File: src/core/flash_info_pkg.sv
// constants for the flash controller identity and configuration registers
// assumes a 32-bit classic wishbone slave with byte addresses
package flash_info_pkg;
    localparam int          ADDR_W          = 12;
    // register byte offsets
    localparam logic [11:0] OFF_VECTOR_SEL  = 12'h100;
    localparam logic [11:0] OFF_MAKER_PART  = 12'h180;
    localparam logic [11:0] OFF_PAGE_COUNT  = 12'h184;
    localparam logic [11:0] OFF_PAGE_SIZE   = 12'h188;
    localparam logic [11:0] OFF_FULL_PART   = 12'h18c;
    localparam logic [11:0] OFF_PF_WAIT     = 12'h200;
    localparam logic [11:0] OFF_CUSTOM_0    = 12'h310;
    localparam logic [11:0] OFF_CUSTOM_3    = 12'h31c;
    // field positions
    localparam int          VMS_BIT         = 1;
    localparam int          PFE_BIT         = 4;
    localparam int          WAIT_LSB        = 0;
    localparam int          WAIT_W          = 3;
    localparam int          PART_FULL_W     = 20;
    // reset values
    localparam logic [31:0] PF_WAIT_RESET   = 32'h0000_0011;
    localparam logic [31:0] PAGE_SIZE_RESET = 32'h0000_0400;
    // vector area: byte addresses 0x0 to 0xc
    localparam logic [31:0] VEC_LAST_ADDR   = 32'h0000_000c;
endpackage

File: src/core/fetch_wait_gen.sv
// non-sequential access wait generator for the flash fetch path
// assumes a request strobe from the fetch port on the same clock
module fetch_wait_gen (
    // clock and reset
    input  wire logic       clk,
    input  wire logic       rst,
    // control
    input  wire logic [2:0] waitCode,
    input  wire logic       req,
    input  wire logic       seqAccess,
    // status
    output logic            ready
);
    logic [2:0] cnt_q;
    logic       busy_q;

    // non-sequential takes waitCode-1 stall cycles for codes 2 to 7 and none for codes 0 and 1, sequential none
    always_ff @(posedge clk) begin
        if (rst) begin
            cnt_q  <= 3'h0;
            busy_q <= 1'b0;
        end else if (!busy_q && req && !seqAccess && waitCode > 3'h1) begin
            cnt_q  <= waitCode - 3'h2;
            busy_q <= 1'b1;
        end else if (busy_q) begin
            if (cnt_q == 3'h0) begin
                busy_q <= 1'b0;
            end else begin
                cnt_q <= cnt_q - 3'h1;
            end
        end
    end

    // request cycle is the first stall; busy covers the rest, and the
    // last busy cycle (count zero) already answers
    assign ready = busy_q ? (cnt_q == 3'h0)
        : !(req && !seqAccess && waitCode > 3'h1);
endmodule

File: src/core/flash_info_regs.sv
// identity, geometry, vector map and prefetch/wait registers
// assumes classic wishbone master, bootSelect from a pin, custom
// words loaded from the flash privilege block by the controller

module flash_info_regs
    import flash_info_pkg::*;
#(
    parameter logic [15:0] MAKER_CODE = 16'h0a5a, // arbitrary value
    parameter logic [15:0] PART_CODE4 = 16'h1234, // arbitrary value
    parameter logic [19:0] PART_CODE5 = 20'h0_1234, // arbitrary value
    parameter logic [31:0] PAGE_COUNT = 32'h0000_0020,
    parameter logic [31:0] PAGE_SIZE  = flash_info_pkg::PAGE_SIZE_RESET
) (
    // clock and reset
    input  wire logic        clk,
    input  wire logic        rst,
    // wishbone slave
    input  wire logic        wb_cyc_i,
    input  wire logic        wb_stb_i,
    input  wire logic        wb_we_i,
    input  wire logic [11:0] wb_adr_i,
    input  wire logic [3:0]  wb_sel_i,
    input  wire logic [31:0] wb_dat_i,
    output logic      [31:0] wb_dat_o,
    output logic             wb_ack_o,
    // boot strap pin
    input  wire logic        bootSelect,
    // custom identity words from flash
    input  wire logic [31:0] customWord [4],
    // processor fetch port
    input  wire logic        fetchReq,
    input  wire logic        fetchSeq,
    input  wire logic [31:0] fetchAddr,
    // fetch steering outputs
    output logic             vectorFromMain,
    output logic             prefetchOn,
    output logic             fetchReady,
    output logic             useBootArea
);
    import flash_info_pkg::*;

    logic        boot1_q;
    logic        boot2_q;
    logic        strapPend_q;
    logic        vecSel_q;
    logic        pfEn_q;
    logic [2:0]  waitCode_q;
    logic [31:0] rdata_d;
    logic        access;
    logic        wrStrobe;
    logic        fetchReadyW;
    logic        inVector;

    assign access   = wb_cyc_i && wb_stb_i && !wb_ack_o;
    assign wrStrobe = access && wb_we_i;

    // boot pin synchroniser; first stage feeds only the second
    always_ff @(posedge clk) begin
        boot1_q <= bootSelect;
        boot2_q <= boot1_q;
    end

    // strap is caught after reset release through the synchroniser
    always_ff @(posedge clk) begin
        if (rst) begin
            strapPend_q <= 1'b1;
        end else begin
            strapPend_q <= 1'b0;
        end
    end

    // vector map select: strap after reset, software may override
    always_ff @(posedge clk) begin
        if (rst) begin
            vecSel_q <= 1'b0;
        end else if (strapPend_q) begin
            vecSel_q <= boot2_q;
        end else if (wrStrobe && wb_adr_i == OFF_VECTOR_SEL
                     && wb_sel_i[0]) begin
            vecSel_q <= wb_dat_i[VMS_BIT];
        end
    end

    // prefetch enable and wait code; lane 0 holds both fields
    always_ff @(posedge clk) begin
        if (rst) begin
            pfEn_q     <= PF_WAIT_RESET[PFE_BIT];
            waitCode_q <= PF_WAIT_RESET[WAIT_W-1:0];
        end else if (wrStrobe && wb_adr_i == OFF_PF_WAIT
                     && wb_sel_i[0]) begin
            pfEn_q     <= wb_dat_i[PFE_BIT];
            waitCode_q <= wb_dat_i[WAIT_W-1:0]; // reserved codes kept
        end
    end

    // read mux; writes to read-only words simply fall away
    always_comb begin
        rdata_d = 32'h0000_0000;
        unique case (wb_adr_i)
            OFF_VECTOR_SEL: rdata_d[VMS_BIT] = vecSel_q;
            OFF_MAKER_PART: rdata_d = {MAKER_CODE, PART_CODE4};
            OFF_PAGE_COUNT: rdata_d = PAGE_COUNT;
            OFF_PAGE_SIZE:  rdata_d = PAGE_SIZE;
            OFF_FULL_PART:  rdata_d = {12'h000, PART_CODE5};
            OFF_PF_WAIT: begin
                rdata_d[PFE_BIT]     = pfEn_q;
                rdata_d[WAIT_W-1:0]  = waitCode_q;
            end
            OFF_CUSTOM_0:   rdata_d = customWord[0];
            12'h314:        rdata_d = customWord[1];
            12'h318:        rdata_d = customWord[2];
            OFF_CUSTOM_3:   rdata_d = customWord[3];
            default:        rdata_d = 32'h0000_0000;
        endcase
    end

    // one wait state answer; unmapped reads return zero
    always_ff @(posedge clk) begin
        if (rst) begin
            wb_ack_o <= 1'b0;
            wb_dat_o <= 32'h0000_0000;
        end else begin
            wb_ack_o <= access;
            wb_dat_o <= access ? rdata_d : 32'h0000_0000;
        end
    end

    fetch_wait_gen u_wait (
        .clk       (clk),
        .rst       (rst),
        .waitCode  (waitCode_q),
        .req       (fetchReq),
        .seqAccess (fetchSeq),
        .ready     (fetchReadyW)
    );

    assign inVector = fetchAddr <= VEC_LAST_ADDR;

    // fetch steering outputs, registered
    always_ff @(posedge clk) begin
        if (rst) begin
            vectorFromMain <= 1'b0;
            prefetchOn     <= 1'b1;
            fetchReady     <= 1'b0;
            useBootArea    <= 1'b0;
        end else begin
            vectorFromMain <= vecSel_q;
            prefetchOn     <= pfEn_q; // off: reads go straight to array
            fetchReady     <= fetchReadyW;
            useBootArea    <= fetchReq && inVector && !vecSel_q;
        end
    end

    // assertions
    a_ack_one_cycle: assert property (@(posedge clk) disable iff (rst)
        wb_ack_o |=> !wb_ack_o) else $error("ack held too long");
    a_strap_loaded: assert property (@(posedge clk)
        $fell(strapPend_q) |-> vecSel_q == $past(boot2_q))
        else $error("strap not loaded");
    a_pfe_reset: assert property (@(posedge clk)
        $past(rst) |-> pfEn_q && waitCode_q == 3'h1)
        else $error("prefetch reset wrong");
    a_vec_route: assert property (@(posedge clk) disable iff (rst)
        fetchReq && fetchAddr == 32'h0 && !vecSel_q |=> useBootArea)
        else $error("vector not routed to boot area");
    a_main_route: assert property (@(posedge clk) disable iff (rst)
        vecSel_q |=> !useBootArea) else $error("main flash ignored");
    a_maker_read: assert property (@(posedge clk) disable iff (rst)
        access && !wb_we_i && wb_adr_i == OFF_MAKER_PART
        |=> wb_dat_o[31:16] == MAKER_CODE) else $error("maker code wrong");
    a_part_read: assert property (@(posedge clk) disable iff (rst)
        access && wb_adr_i == OFF_FULL_PART
        |=> wb_dat_o[31:20] == 12'h000) else $error("reserved not zero");
    a_size_read: assert property (@(posedge clk) disable iff (rst)
        access && wb_adr_i == OFF_PAGE_SIZE |=> wb_dat_o == PAGE_SIZE)
        else $error("page size wrong");
    a_sw_write: assert property (@(posedge clk) disable iff (rst)
        !strapPend_q && wrStrobe && wb_adr_i == OFF_VECTOR_SEL
        && wb_sel_i[0] |=> vecSel_q == $past(wb_dat_i[VMS_BIT]))
        else $error("vector select write lost");
    a_wait_stall: assert property (@(posedge clk) disable iff (rst)
        fetchReq && !fetchSeq && waitCode_q == 3'h2 && fetchReadyW
        |=> !fetchReadyW) else $error("wait cycle missing");
    a_seq_nowait: assert property (@(posedge clk) disable iff (rst)
        fetchSeq && fetchReadyW |=> fetchReady) else $error("seq stalled");
    a_custom_read: assert property (@(posedge clk) disable iff (rst)
        access && wb_adr_i == OFF_CUSTOM_0 |=> wb_dat_o == $past(customWord[0]))
        else $error("custom word wrong");
    a_count_read: assert property (@(posedge clk) disable iff (rst)
        access && wb_adr_i == OFF_PAGE_COUNT |=> wb_dat_o == PAGE_COUNT)
        else $error("page count wrong");
    a_id_low: assert property (@(posedge clk) disable iff (rst)
        access && wb_adr_i == OFF_MAKER_PART |=> wb_dat_o[15:0] == PART_CODE4)
        else $error("part code wrong");
endmodule

File: config.mk
export PLATFORM = sky130hd
export DESIGN_NAME = flash_info_regs
export DESIGN_NICKNAME = d
export VERILOG_FILES = /design/src/core/flash_info_pkg.sv /design/src/core/fetch_wait_gen.sv /design/src/core/flash_info_regs.sv
export SDC_FILE = /design/constraint.sdc
export NUM_CORES = 1
export LEC_CHECK = 0
export ABC_AREA = 1
export BUFFER_PORTS_ARGS = -buffer_cell sky130_fd_sc_hd__buf_2
export CAP_MARGIN = 20
export CORE_AREA = 2 2 99 101
export DETAILED_ROUTE_END_ITERATION = 16
export DIE_AREA = 0 0 101 103
export GPL_TIMING_DRIVEN = 1
export HOLD_SLACK_MARGIN = 0.1
export PLACE_DENSITY = 0.77
export SLEW_MARGIN = 10
export SYNTH_ARGS = -nofsm -noshare
export SYNTH_HDL_FRONTEND = slang
export SYNTH_HIERARCHICAL = 1
export SYNTH_SLANG_ARGS = --single-unit
File: constraint.sdc
create_clock -name clk -period 1.9 [get_ports clk]
set_input_delay 0.095 -clock clk [delete_from_list [all_inputs] [get_ports clk]]
set_output_delay 0.095 -clock clk [all_outputs]
set_load 0.02 [all_outputs]
# ---- Word-level counts from Yosys, hierarchy flattened
# Index checks and enable logic that the tools add are counted.
dict set report word_totals {
  regBits 49
  in_bits 216
  out_inout_bits 37
  wordCells 71
}
dict set report classes {
  addsub 2
  magnitude_cmp 2
  n_eq_ne 11
  n_mux 16
  bitwise_logic 1
  n_reduce_logical 25
}
# op count
set op_table {}
lappend op_table {{$pmux 27 s8} 1}
lappend op_table {{$eq 12x10->1 const B} 5}
lappend op_table {{$eq 12x9->1 const B} 5}
lappend op_table {{$le 32x4->1 const B} 1}
lappend op_table {{$pmux 1 s6} 3}
lappend op_table {{$logic_and 1x1->1} 14}
lappend op_table {{$mux 3} 3}
lappend op_table {{$mux 1} 7}
lappend op_table {{$logic_not 1->1} 5}
lappend op_table {{$pmux 1 s5} 1}
lappend op_table {{$pmux 1 s4} 1}
lappend op_table {{$reduce_bool 2->1} 2}
lappend op_table {{$reduce_or 2->1} 2}
lappend op_table {{$gt 3x1->1 const B} 1}
lappend op_table {{$logic_not 3->1} 1}
lappend op_table {{$sub 3x1->3 const B} 1}
lappend op_table {{$sub 3x2->3 const B} 1}
lappend op_table {{$ne 2x1->1 const B} 1}
lappend op_table {{$reduce_and 2->1} 1}
lappend op_table {{$not 1->1} 1}

# ---- Logic depth before layout (Yosys ltp)
# Gate-level depths: netlist of run 1.
dict set report depth {
  word_depth 7
  ltp_mapped 11
  mapped_depth_nobuf 10
}

# ---- Cells and area by module
# Netlist of run 1, hierarchy kept.
# module n_inst cells_per_inst area_each_um2 seq_area_each_um2
set modules_own_cells {}
lappend modules_own_cells {flash_info_regs 1 475 2796.4 900.9}
lappend modules_own_cells {fetch_wait_gen 1 45 317.8 80.1}

# ---- Worst setup path before layout of run 1
# OpenSTA, ideal clock, no wires.
dict set report synth_timing {
  path_type {reg-to-reg}
  startpoint {reg wb_ack_o}
  endpoint {reg wb_dat_o[15]}
  setup_ns 0.062
  arrival_time_ns 1.164
  required_ns 1.838
  setup_slack_ns 0.675
  stages_incl_launch_ff 6
  n_path_buf 1
  synth_period_minus_slack_ns 1.225
  path_cell_list {dfxtp_1 > nand3b_1 > nor2_1 > nand2_4 > buf_6 > nor2_2}
}
dict set report synth_via {
  elab_chain_len 4
}
# element line
set synth_rtl {}
lappend synth_rtl {{start: declaration} flash_info_regs.sv:25} ;# output logic wb_ack_o,
lappend synth_rtl {{start signal: assignment} flash_info_regs.sv:123} ;# wb_ack_o <= access;
lappend synth_rtl {{$logic_not 1->1} flash_info_regs.sv:54} ;# assign access = wb_cyc_i && wb_stb_i && !wb_ack_o;
lappend synth_rtl {{$logic_and 1x1->1} flash_info_regs.sv:54}
lappend synth_rtl {{$not 1->1 (no line)} -}
lappend synth_rtl {{$reduce_or 2->1 (no line)} -}
lappend synth_rtl {{end signal: assignment} flash_info_regs.sv:124} ;# wb_dat_o <= access ? rdata_d : 32'h0000_0000;
lappend synth_rtl {{end: declaration} flash_info_regs.sv:24} ;# output logic [31:0] wb_dat_o,
# No other way between the ends.
# A chain may end at the register's enable or synchronous reset.

==> flow_summary.json, run 1 <==
{
  "cts_buffer_depth": 2,
  "worst_slew_pin_slew_ps": 435.7,
  "critPathLaunchType": "input pin",
  "gp_congestion": 0.8595,
  "htree_levels": 2,
  "vdd_ir_drop_max_uv": 298.7,
  "cts_setup_buffers": 0,
  "ioPinCount": 253,
  "yosysTopAreaCellShare": 0.3150,
  "start_util": 0.3292,
  "wirelength_mm": 12.66,
  "die_area_um2": 10400,
  "slowest_stage": "dlygate4sd3_1",
  "first_global_vias": 4026,
  "crit_required_ps": 2120,
  "grt_overflow": 0,
  "drt_iter0_markers": 189,
  "synth_top_area_cell": "dfxtp_1",
  "cts_buffers": 5,
  "synth-async-reset-ratio": 0,
  "cts_tree": "done",
  "synth_fp_nets": 739,
  "crit_path_end_kind": "flop",
  "clockRootBuffer": "clkbuf_8",
  "fin_skew_ps": 17.38,
  "synthMuxAreaShare": 0,
  "core_region_area_um2": 9459,
  "rows": 36,
  "grt_max_degree": 65,
  "post-route-period-util": 0.9899,
  "avgRoutedWirePerCell_um": 14.24,
  "timing.max_cap.violations": 0,
  "synth_cell_type_count": 23,
  "ys_ff_latch": 49,
  "finalHoldViolCount": 0,
  "power_density_nw_per_um2": 423.2,
  "netlist_area_um2": 3114,
  "outcome": "finished clean",
  "num-fill-cells": 939,
  "yosys_warnings": 6,
  "synth-adder-area-share": 0.01205,
  "worst-setup-path-type": "input pin to flop",
  "synth_top_cells_by_count": "147 x nand2_1, 120 x nand3_1, 100 x nor2_1",
  "finalMaxSlewViolations": 0,
  "hold_ws_ps": 110.9,
  "grt_pass1_wl_mm": 18.46,
  "cp_top_family": "buffers and inverters",
  "crit_fanout": 9,
  "critPathMostFrequentCell": "dlygate4sd3_1",
  "synth_area_leaders": "dfxtp_1 31%, nand3_1 19%, nand2_1 18%",
  "synth_compound_area_frac": 0.008839,
  "synth_edf_count": 0,
  "timing.final.ws_setup_ps": 19.12,
  "slew_headroom": 0.7064,
  "die_h_um": 103,
  "crit_arrival_ps": 2100,
  "fmax_mhz": 531.7,
  "track_usage": 0.2296,
  "finalSetupViolCount": 0,
  "vias": 4359,
  "synth_simple_gate_area_frac": 0.5721,
  "worstSkewPairLatency_ps": 310,
  "areaGrowthSynthToFinish_pct": 54.04,
  "seq_area_frac_synth": 0.3150,
  "period_needed_ps": 1881,
  "cts.sinks": 49,
  "synthXorXnorAreaFrac": 0,
  "port-buffer-count": 221,
  "antenna_found_initial": 2,
  "ys.flop_type": "dfxtp_1",
  "synth_top_family_by_area": "simple AND/OR/NAND/NOR gates",
  "drive_above_1_share": 0.3493,
  "dp_slack_ps": 376.0,
  "drt_pass1_iterations": 4,
  "nNetsFinal": 991,
  "route.detailed.drc": 0,
  "dp_hpwl_mm": 8.802,
  "synth_most_common_cell": "nand2_1",
  "clk_pin_slew_worst_paths_ps": 100,
  "syn_area_per_cell_um2": 5.989,
  "die_w_um": 101,
  "p_leak_nw": 2.630,
  "routed_via_density": 4.903,
  "critPathMaxStageDelay_ps": 620,
  "worstPathCellList": "dlygate4sd3_1 -> buf_2 -> inv_2 -> nand2_1 -> nor3_1 -> dlygate4sd3_1 -> nand3_1 -> nor4_2",
  "syn_inst": 520,
  "min_path_type": "input pin to flop",
  "ant_nets": 0,
  "worst-path-buf-inv": 4
}
[state kept, by name (all words and copies together), names as in the netlist]
register and cells:
boot2_q 1, u_wait/busy_q 1, wb_dat_o 32, pfEn_q 1, useBootArea 1, vecSel_q 1, vectorFromMain 1, wb_ack_o 1
boot1_q 1, u_wait/cnt_q 3, fetchReady 1, waitCode_q 3, prefetchOn 1, strapPend_q 1
[cells in the final DEF, fill, tap and decap left out, drive strengths merged]
master | synthesis | routed
nand3 | 120 | 120
diode | 0 | 2
nand2 | 153 | 153
nor3 | 2 | 2
o21ai | 3 | 3
dfxtp | 49 | 49
clkbuf | 0 | 6
nor4 | 1 | 1
buf | 22 | 229
a21oi | 1 | 1
nor2 | 120 | 120
clkinv | 0 | 2
dlygate4sd3 | 0 | 38
o211ai | 1 | 1
nand3b | 2 | 2
inv | 39 | 39
or2 | 1 | 1
nand4 | 3 | 3
ha | 3 | 3
[power breakdown]
group,internal [W],switching (W)
Combinational,0.000208,0.000150
Clock,0.000264,0.000370
Sequential,0.00103,0.00000372
[path summary, 6_finish.rpt]
path	slack, ps	to	start	depth (start not counted)
max reg2reg	560	u_wait/cnt_q[2]	waitCode_q[2]	8
min	110	wb_dat_o[31]	customWord[127]	5
min reg2reg	340	boot2_q	boot1_q	0
max	20	useBootArea	rst	8
[logic make-up after synthesis]
logic type	Yosys count
AOI/OAI and AO/OA	5
and+or+nand+nor	402
buffers and inverters	61
adders and majority gates	3
DFF	49
[area by class of cell]
| cell class | count | area (µm²) | share of cell area |
|---|---|---|---|
| Clock buffer | 6 | 72.57 | 0.01513 |
| Tap cell | 114 | 142.6 | 0.02973 |
| Sequential cell | 49 | 980.9 | 0.2045 |
| Multi-Input combinational cell | 410 | 1861 | 0.3878 |
| Inverter | 39 | 150.1 | 0.03130 |
| Clock inverter | 2 | 13.76 | 0.002869 |
| Antenna cell | 2 | 5.005 | 0.001043 |
| Timing Repair Buffer | 267 | 1572 | 0.3276 |
[worst register-to-register path, cell delays in order, from the launching register on]
cell and delay, ps:
dfxtp_1 440, inv_1 90, ha_1 220, nor2_4 150, nand2_4 80, nand2_1 80
nand2_2 60, nor2_4 80, nor2_2 40
[routing by layer]
metal | vias to the layer above | GRT usage | share of wire
met5 | - | 0 | 0
met3 | 44 | 0.05017 | 0.079
met4 | 0 | 0.1279 | 0.038
met1 | 1931 | 0.2361 | 0.38
met2 | 231 | 0.4318 | 0.51
li1 | 2153 | - | -
[per-stage QoR]
| step | cell area (µm²) | utilization | power [W] | cells | setup TNS [ps] |
|---|---|---|---|---|---|
| 5_1_grt | 4797 | 0.5071 | 0.002124 | 889 | -38.61 |
| 3_5_place_dp | 4318 | 0.4565 | 0.001347 | 841 | 0 |
| 2_1_floorplan | 3114 | - | 0.001133 | 520 | 0 |
| 4_1_cts | 4785 | 0.5058 | 0.002044 | 887 | 0 |
| 3_3_place_gp | 4318 | 0.4565 | 0.001343 | 841 | 0 |
| 6_report | 4797 | 0.5071 | 0.002030 | 889 | 0 |
[timing repair]
action,CTS,global route
endpoints found under the setup margin,0,2
gates resized for setup,0,3
hold endpoints to repair,12,0
hold buffers,38,0
Note: power is estimated with default switching activity, not from simulation.
==> run 2: changes to the inputs <==
--- a/config.mk
+++ b/config.mk
@@ -11,9 +11,10 @@
 export CORE_AREA = 2 2 99 101
 export DETAILED_ROUTE_END_ITERATION = 16
 export DIE_AREA = 0 0 101 103
-export GPL_TIMING_DRIVEN = 1
+export GPL_TIMING_DRIVEN = 0
 export HOLD_SLACK_MARGIN = 0.1
 export PLACE_DENSITY = 0.77
+export SETUP_SLACK_MARGIN = 0.4
 export SLEW_MARGIN = 10
 export SYNTH_ARGS = -nofsm -noshare
 export SYNTH_HDL_FRONTEND = slang
==> run 2 against run 1 <==
Compared with the run above:
- largest power group unchanged
- sequential share of layout area up 0.16 points
- critical path type unchanged
- core utilization down 0.38 points
- clock skew down 11 ps
- combinational power down 1%
- critical path depth down 1
- wire length up 4.5%
- first-iteration DRC count up 8.5%
- power down 0.21%
- flip-flop and latch count unchanged
- register-to-register slack better by 30 ps
- hold slack worse by 20 ps
- non-clock buffer count up 5
==> flow_summary.json, run 2 (synthesized netlist as in run 1, its figures left out) <==
{
  "drt_pass1_iterations": 4,
  "grt_pass1_wl_mm": 19.44,
  "worst-path-buf-inv": 3,
  "dp_hpwl_mm": 9.911,
  "post-route-period-util": 0.7162,
  "power_density_nw_per_um2": 425.6,
  "antenna_found_initial": 0,
  "largest_reg_flops": 32,
  "wirelength_mm": 13.23,
  "critPathLaunchType": "input pin",
  "vias": 4309,
  "outcome": "finished clean",
  "cts_tree": "done",
  "cts.sinks": 49,
  "p_leak_nw": 2.652,
  "critPathMaxStageDelay_ps": 540,
  "met1_usage": 0.2695,
  "grt_overflow": 0,
  "slowest_stage": "dlygate4sd3_1",
  "r2r_cells": 5,
  "min_path_cells": 4,
  "crit_arrival_ps": 1570,
  "cts_buffer_depth": 2,
  "cts_buffers": 5,
  "finalHoldViolCount": 0,
  "rrSetupSlack_ps": 590,
  "areaGrowthSynthToFinish_pct": 52.87,
  "n_antenna_cell": 0,
  "rows": 36,
  "worst-setup-path-type": "input pin to flop",
  "finalSetupViolCount": 0,
  "first_global_vias": 4112,
  "worstSkewPairLatency_ps": 300,
  "period_needed_ps": 1361,
  "gp_congestion": 0.8725,
  "min_path_type": "input pin to flop",
  "die_area_um2": 10400,
  "clockRootBuffer": "clkbuf_8",
  "fin_skew_ps": 5.911,
  "route.detailed.drc": 0,
  "avgRoutedWirePerCell_um": 14.83,
  "worstPathCellList": "dlygate4sd3_1 -> buf_2 -> inv_2 -> nand2_1 -> nor3_2 -> nand3_1 -> nor4_2",
  "worst_slew_pin_slew_ps": 389.6,
  "worstHoldStart": "fetchAddr[29]",
  "start_util": 0.3292,
  "hold_ws_ps": 90.63,
  "cts_setup_buffers": 0,
  "timing.max_cap.violations": 0,
  "ant_nets": 0,
  "cp_top_family": "buffers and inverters",
  "ioPinCount": 253,
  "top_regs": "wb_dat_o x32, u_wait/cnt_q x3, waitCode_q x3",
  "core_region_area_um2": 9459,
  "grt_max_degree": 16,
  "final_common_cell": "buf_2",
  "vdd_ir_drop_max_uv": 350.6,
  "crit_required_ps": 2110,
  "finalMaxSlewViolations": 0,
  "drive_above_1_share": 0.3689,
  "slew_headroom": 0.7375,
  "num-fill-cells": 998,
  "grt_util_met2": 0.4651,
  "die_h_um": 103,
  "setup_tns_ps": 0,
  "worstReg2RegStart": "wb_ack_o",
  "top_register": "wb_dat_o",
  "fmax_mhz": 734.9,
  "hold_end": "useBootArea",
  "crit_path_end_kind": "flop",
  "drt_iter0_markers": 205,
  "worst_r2r_endpoint": "wb_dat_o[13]",
  "track_usage": 0.2443,
  "htree_levels": 2,
  "busiest_layer": "met2",
  "routed_via_density": 4.831,
  "rsz0062_at_grt": "no",
  "nNetsFinal": 996,
  "die_w_um": 101,
  "crit_fanout": 9,
  "port-buffer-count": 221,
  "clk_pin_slew_worst_paths_ps": 100,
  "met3_usage": 0.04475,
  "final_cell_mix": "235 x buf_2, 147 x nand2_1, 120 x nand3_1"
}
## run 2: worst max-delay path by stage
stage / startpoint / end / slack, ps / cells after the start
5_1_grt: rst / useBootArea / 430 / 7
3_5_place_dp: wb_adr_i[6] / wb_dat_o[10] / 350 / 9
4_1_cts: fetchAddr[5] / useBootArea / 430 / 6
6_report: rst / useBootArea / 540 / 7
2_1_floorplan: wb_ack_o / wb_dat_o[15] / 670 / 5
3_3_place_gp: wb_adr_i[6] / wb_dat_o[10] / 300 / 9
## run 2: final cells by class
type	count	area [µm²]	share of cell area
clock buffers	6	72.57	0.01524
flip-flops and latches	49	980.9	0.2060
well taps	114	142.6	0.02996
clock inverters	2	13.76	0.002891
repair buffers	250	1396	0.2933
multi-input cells	410	1868	0.3924
plain buffers	22	137.6	0.02891
inverters	39	148.9	0.03127
## run 2: repair_timing
action / 4_1_cts / 5_1_grt
hold endpoints to repair: 15 / 0
gates resized for setup: 1 / 5
hold buffers: 42 / 0
setup endpoints to repair: 1 / 1
pin swaps: 0 / 3
## run 2: worst min-delay path: stages
cell and delay [ps]:
buf_2 80, nor2_1 30, nand4_1 90, nor4_2 60
## run 2: metrics by stage
stage	total power [W]	cell area [µm²]	worst slack, ps	std cells	util
final	0.002026	4761	539.2	892	0.5033
after CTS	0.002061	4872	427.5	905	0.5151
after global routing	0.002112	4761	430.0	892	0.5033
after detailed placement	0.001353	4363	352.3	855	0.4612
after floorplan	0.001133	3114	674.6	520	-
after global placement	0.001351	4363	297.6	855	0.4612
## run 2: layer usage
layer / wire length (µm) / part of all wire
met1: 4988 / 0.38
met2: 6746 / 0.51
met3: 1117 / 0.084
met4: 376 / 0.028
met5: 0 / 0
## run 2: power breakdown
| part | switching, W | internal [W] |
|---|---|---|
| combinational | 0.000153 | 0.000199 |
| clock | 0.000373 | 0.000264 |
| sequential | 0.00000320 | 0.00103 |
| total | 0.000529 | 0.00150 |
==> run 3: changes to the inputs <==
--- a/config.mk
+++ b/config.mk
@@ -13,7 +13,7 @@
 export DIE_AREA = 0 0 101 103
 export GPL_TIMING_DRIVEN = 0
 export HOLD_SLACK_MARGIN = 0.1
-export PLACE_DENSITY = 0.77
+export PLACE_DENSITY = 0.79
 export SETUP_SLACK_MARGIN = 0.4
 export SLEW_MARGIN = 10
 export SYNTH_ARGS = -nofsm -noshare
==> constraint.sdc (replaced) <==
create_clock -name clk -period 1.1 [get_ports clk]
set_input_delay 0.055 -clock clk [delete_from_list [all_inputs] [get_ports clk]]
set_output_delay 0.055 -clock clk [all_outputs]
set_load 0.02 [all_outputs]
==> run 3 against run 2 <==
Compared with the run above:
- the run now ends with negative setup slack left
- clock-buffer cell count unchanged
- sequential share of layout area down 0.69 points
- critical path depth down 2
- wire length up 1.0%
- flip-flop and latch count unchanged
- via count down 0.63%
- core utilization up 4.7 points
- largest cell class unchanged
==> flow_summary.json, run 3 (synthesized netlist as in run 1, its figures left out) <==
{
  "multi_input_area_um2": 2095,
  "num-fill-cells": 934,
  "crit_path_end_kind": "flop",
  "route.detailed.drc": 0,
  "antenna_found_initial": 1,
  "drt_iter0_markers": 216,
  "grt_pass1_wl_mm": 19.45,
  "die_w_um": 101,
  "outcome": "finished, violations left",
  "core_region_area_um2": 9459,
  "post-route-period-util": 1.121,
  "instances_no_fill": 880,
  "setup_tns_ps": -3746,
  "worstReg2RegStart": "wb_ack_o",
  "period_needed_ps": 1233,
  "cts-hold-fix-buffers": 6,
  "clockRootBuffer": "clkbuf_8",
  "clk_pin_slew_worst_paths_ps": 100,
  "min_path_cells": 4,
  "rows": 36,
  "crit_fanout": 10,
  "final_cell_mix": "192 x buf_2, 138 x nand2_1, 111 x nand3_1",
  "timing.final.ws_setup_ps": -133.0,
  "dp_hpwl_mm": 10.23,
  "wirelength_mm": 13.37,
  "fmax_mhz": 811.0,
  "p_leak_nw": 2.737,
  "grt_max_degree": 16,
  "worst_r2r_endpoint": "wb_dat_o[24]",
  "crit_required_ps": 1330,
  "htree_levels": 2,
  "ant_nets": 0,
  "ioPinCount": 253,
  "largest_reg_flops": 32,
  "cts_buffers": 5,
  "finalSetupViolCount": 41,
  "drt_pass1_iterations": 4,
  "final_util": 0.5505,
  "finalMaxSlewViolations": 0,
  "power_density_nw_per_um2": 677.9,
  "track_usage": 0.2429,
  "worstHoldStart": "fetchAddr[30]",
  "vias": 4282,
  "start_util": 0.3292,
  "finalHoldViolCount": 0,
  "ff_latch_area_um2": 1037,
  "critPathLaunchType": "flop",
  "gp_congestion": 0.9723,
  "cts.sinks": 49,
  "grt_overflow": 0,
  "dp_slack_ps": -377.1,
  "r2r_cells": 5,
  "cts_tree": "done",
  "rrSetupSlack_ps": -130,
  "final_common_cell": "buf_2",
  "avgRoutedWirePerCell_um": 15.19,
  "cts_buffer_depth": 2,
  "violations": "negative setup slack",
  "nNetsFinal": 983,
  "worstSkewPairLatency_ps": 300,
  "areaGrowthSynthToFinish_pct": 67.22,
  "die_area_um2": 10400,
  "slew_headroom": 0.7268,
  "top_register": "wb_dat_o",
  "die_h_um": 103,
  "top_regs": "wb_dat_o x32, u_wait/cnt_q x3, waitCode_q x3",
  "first_global_vias": 4051,
  "vdd_ir_drop_max_uv": 392.7,
  "worst-setup-path-type": "flop to flop",
  "port-buffer-count": 221,
  "crit_start": "wb_ack_o",
  "dp.cells": 855,
  "timing.max_cap.violations": 0,
  "min_path_type": "input pin to flop",
  "worst_slew_pin_slew_ps": 405.6,
  "fin_skew_ps": 14.03,
  "rsz0062_at_grt": "yes",
  "drive_above_1_share": 0.5072,
  "hold_end": "useBootArea",
  "crit_arrival_ps": 1470,
  "routed_via_density": 4.866
}
[run 3: area by class of cell]
type                    count  share of cell area
flip-flops and latches     49              0.1992
clock inverters             2            0.002643
diodes                      1           0.0004805
well taps                 114             0.02739
clock buffers               6             0.01586
plain buffers              22             0.03484
inverters                  39             0.03244
repair buffers            237              0.2850
multi-input cells         410              0.4022
[run 3: worst max path at each step]
stage / endpoint / slack, ps / cells after the start
floorplan: vecSel_q / -30 / 7
global placement: wb_dat_o[5] / -370 / 8
detailed placement: wb_dat_o[5] / -380 / 8
CTS: wb_dat_o[24] / -120 / 5
global route: wb_dat_o[4] / -190 / 5
finish: wb_dat_o[24] / -130 / 5
[run 3: metal layers]
layer,GRT usage,vias up,wire (µm)
met5,0,-,0
met4,0.1289,0,503
met3,0.05017,40,1074
met2,0.4277,191,6477
met1,0.2774,1909,5310
li1,-,2142,-
[run 3: power breakdown]
group / leakage, nW / switching (W) / internal, W / total, W
combinational: 2.27 / 0.000283 / 0.000318 / 0.000601
sequential: 0.416 / 0.00000721 / 0.00178 / 0.00179
clock: 0.0512 / 0.000626 / 0.000511 / 0.00114
[run 3: stage by stage]
stage | area, µm² | power [W] | hold WS, ps
floorplan | 3291 | 0.001985 | 82.72
global placement | 4539 | 0.002374 | 162.7
detailed placement | 4539 | 0.002382 | 160.2
CTS | 5064 | 0.003529 | -13.96
global route | 5207 | 0.003679 | 15.20
finish | 5207 | 0.003530 | 11.92
[run 3: what timing repair did]
action	CTS	global route
setup buffers	7	3
pin swaps	9	11
gates resized for setup	123	30
endpoints found under the hold margin	32	7
endpoints found under the setup margin	82	83
[run 3: critical path: stages (launching register included)]
cell and delay, ps:
dfxtp_2 330, nand3b_1 270, nor2_4 190, nand2_4 100, buf_8 170, nor2_4 100
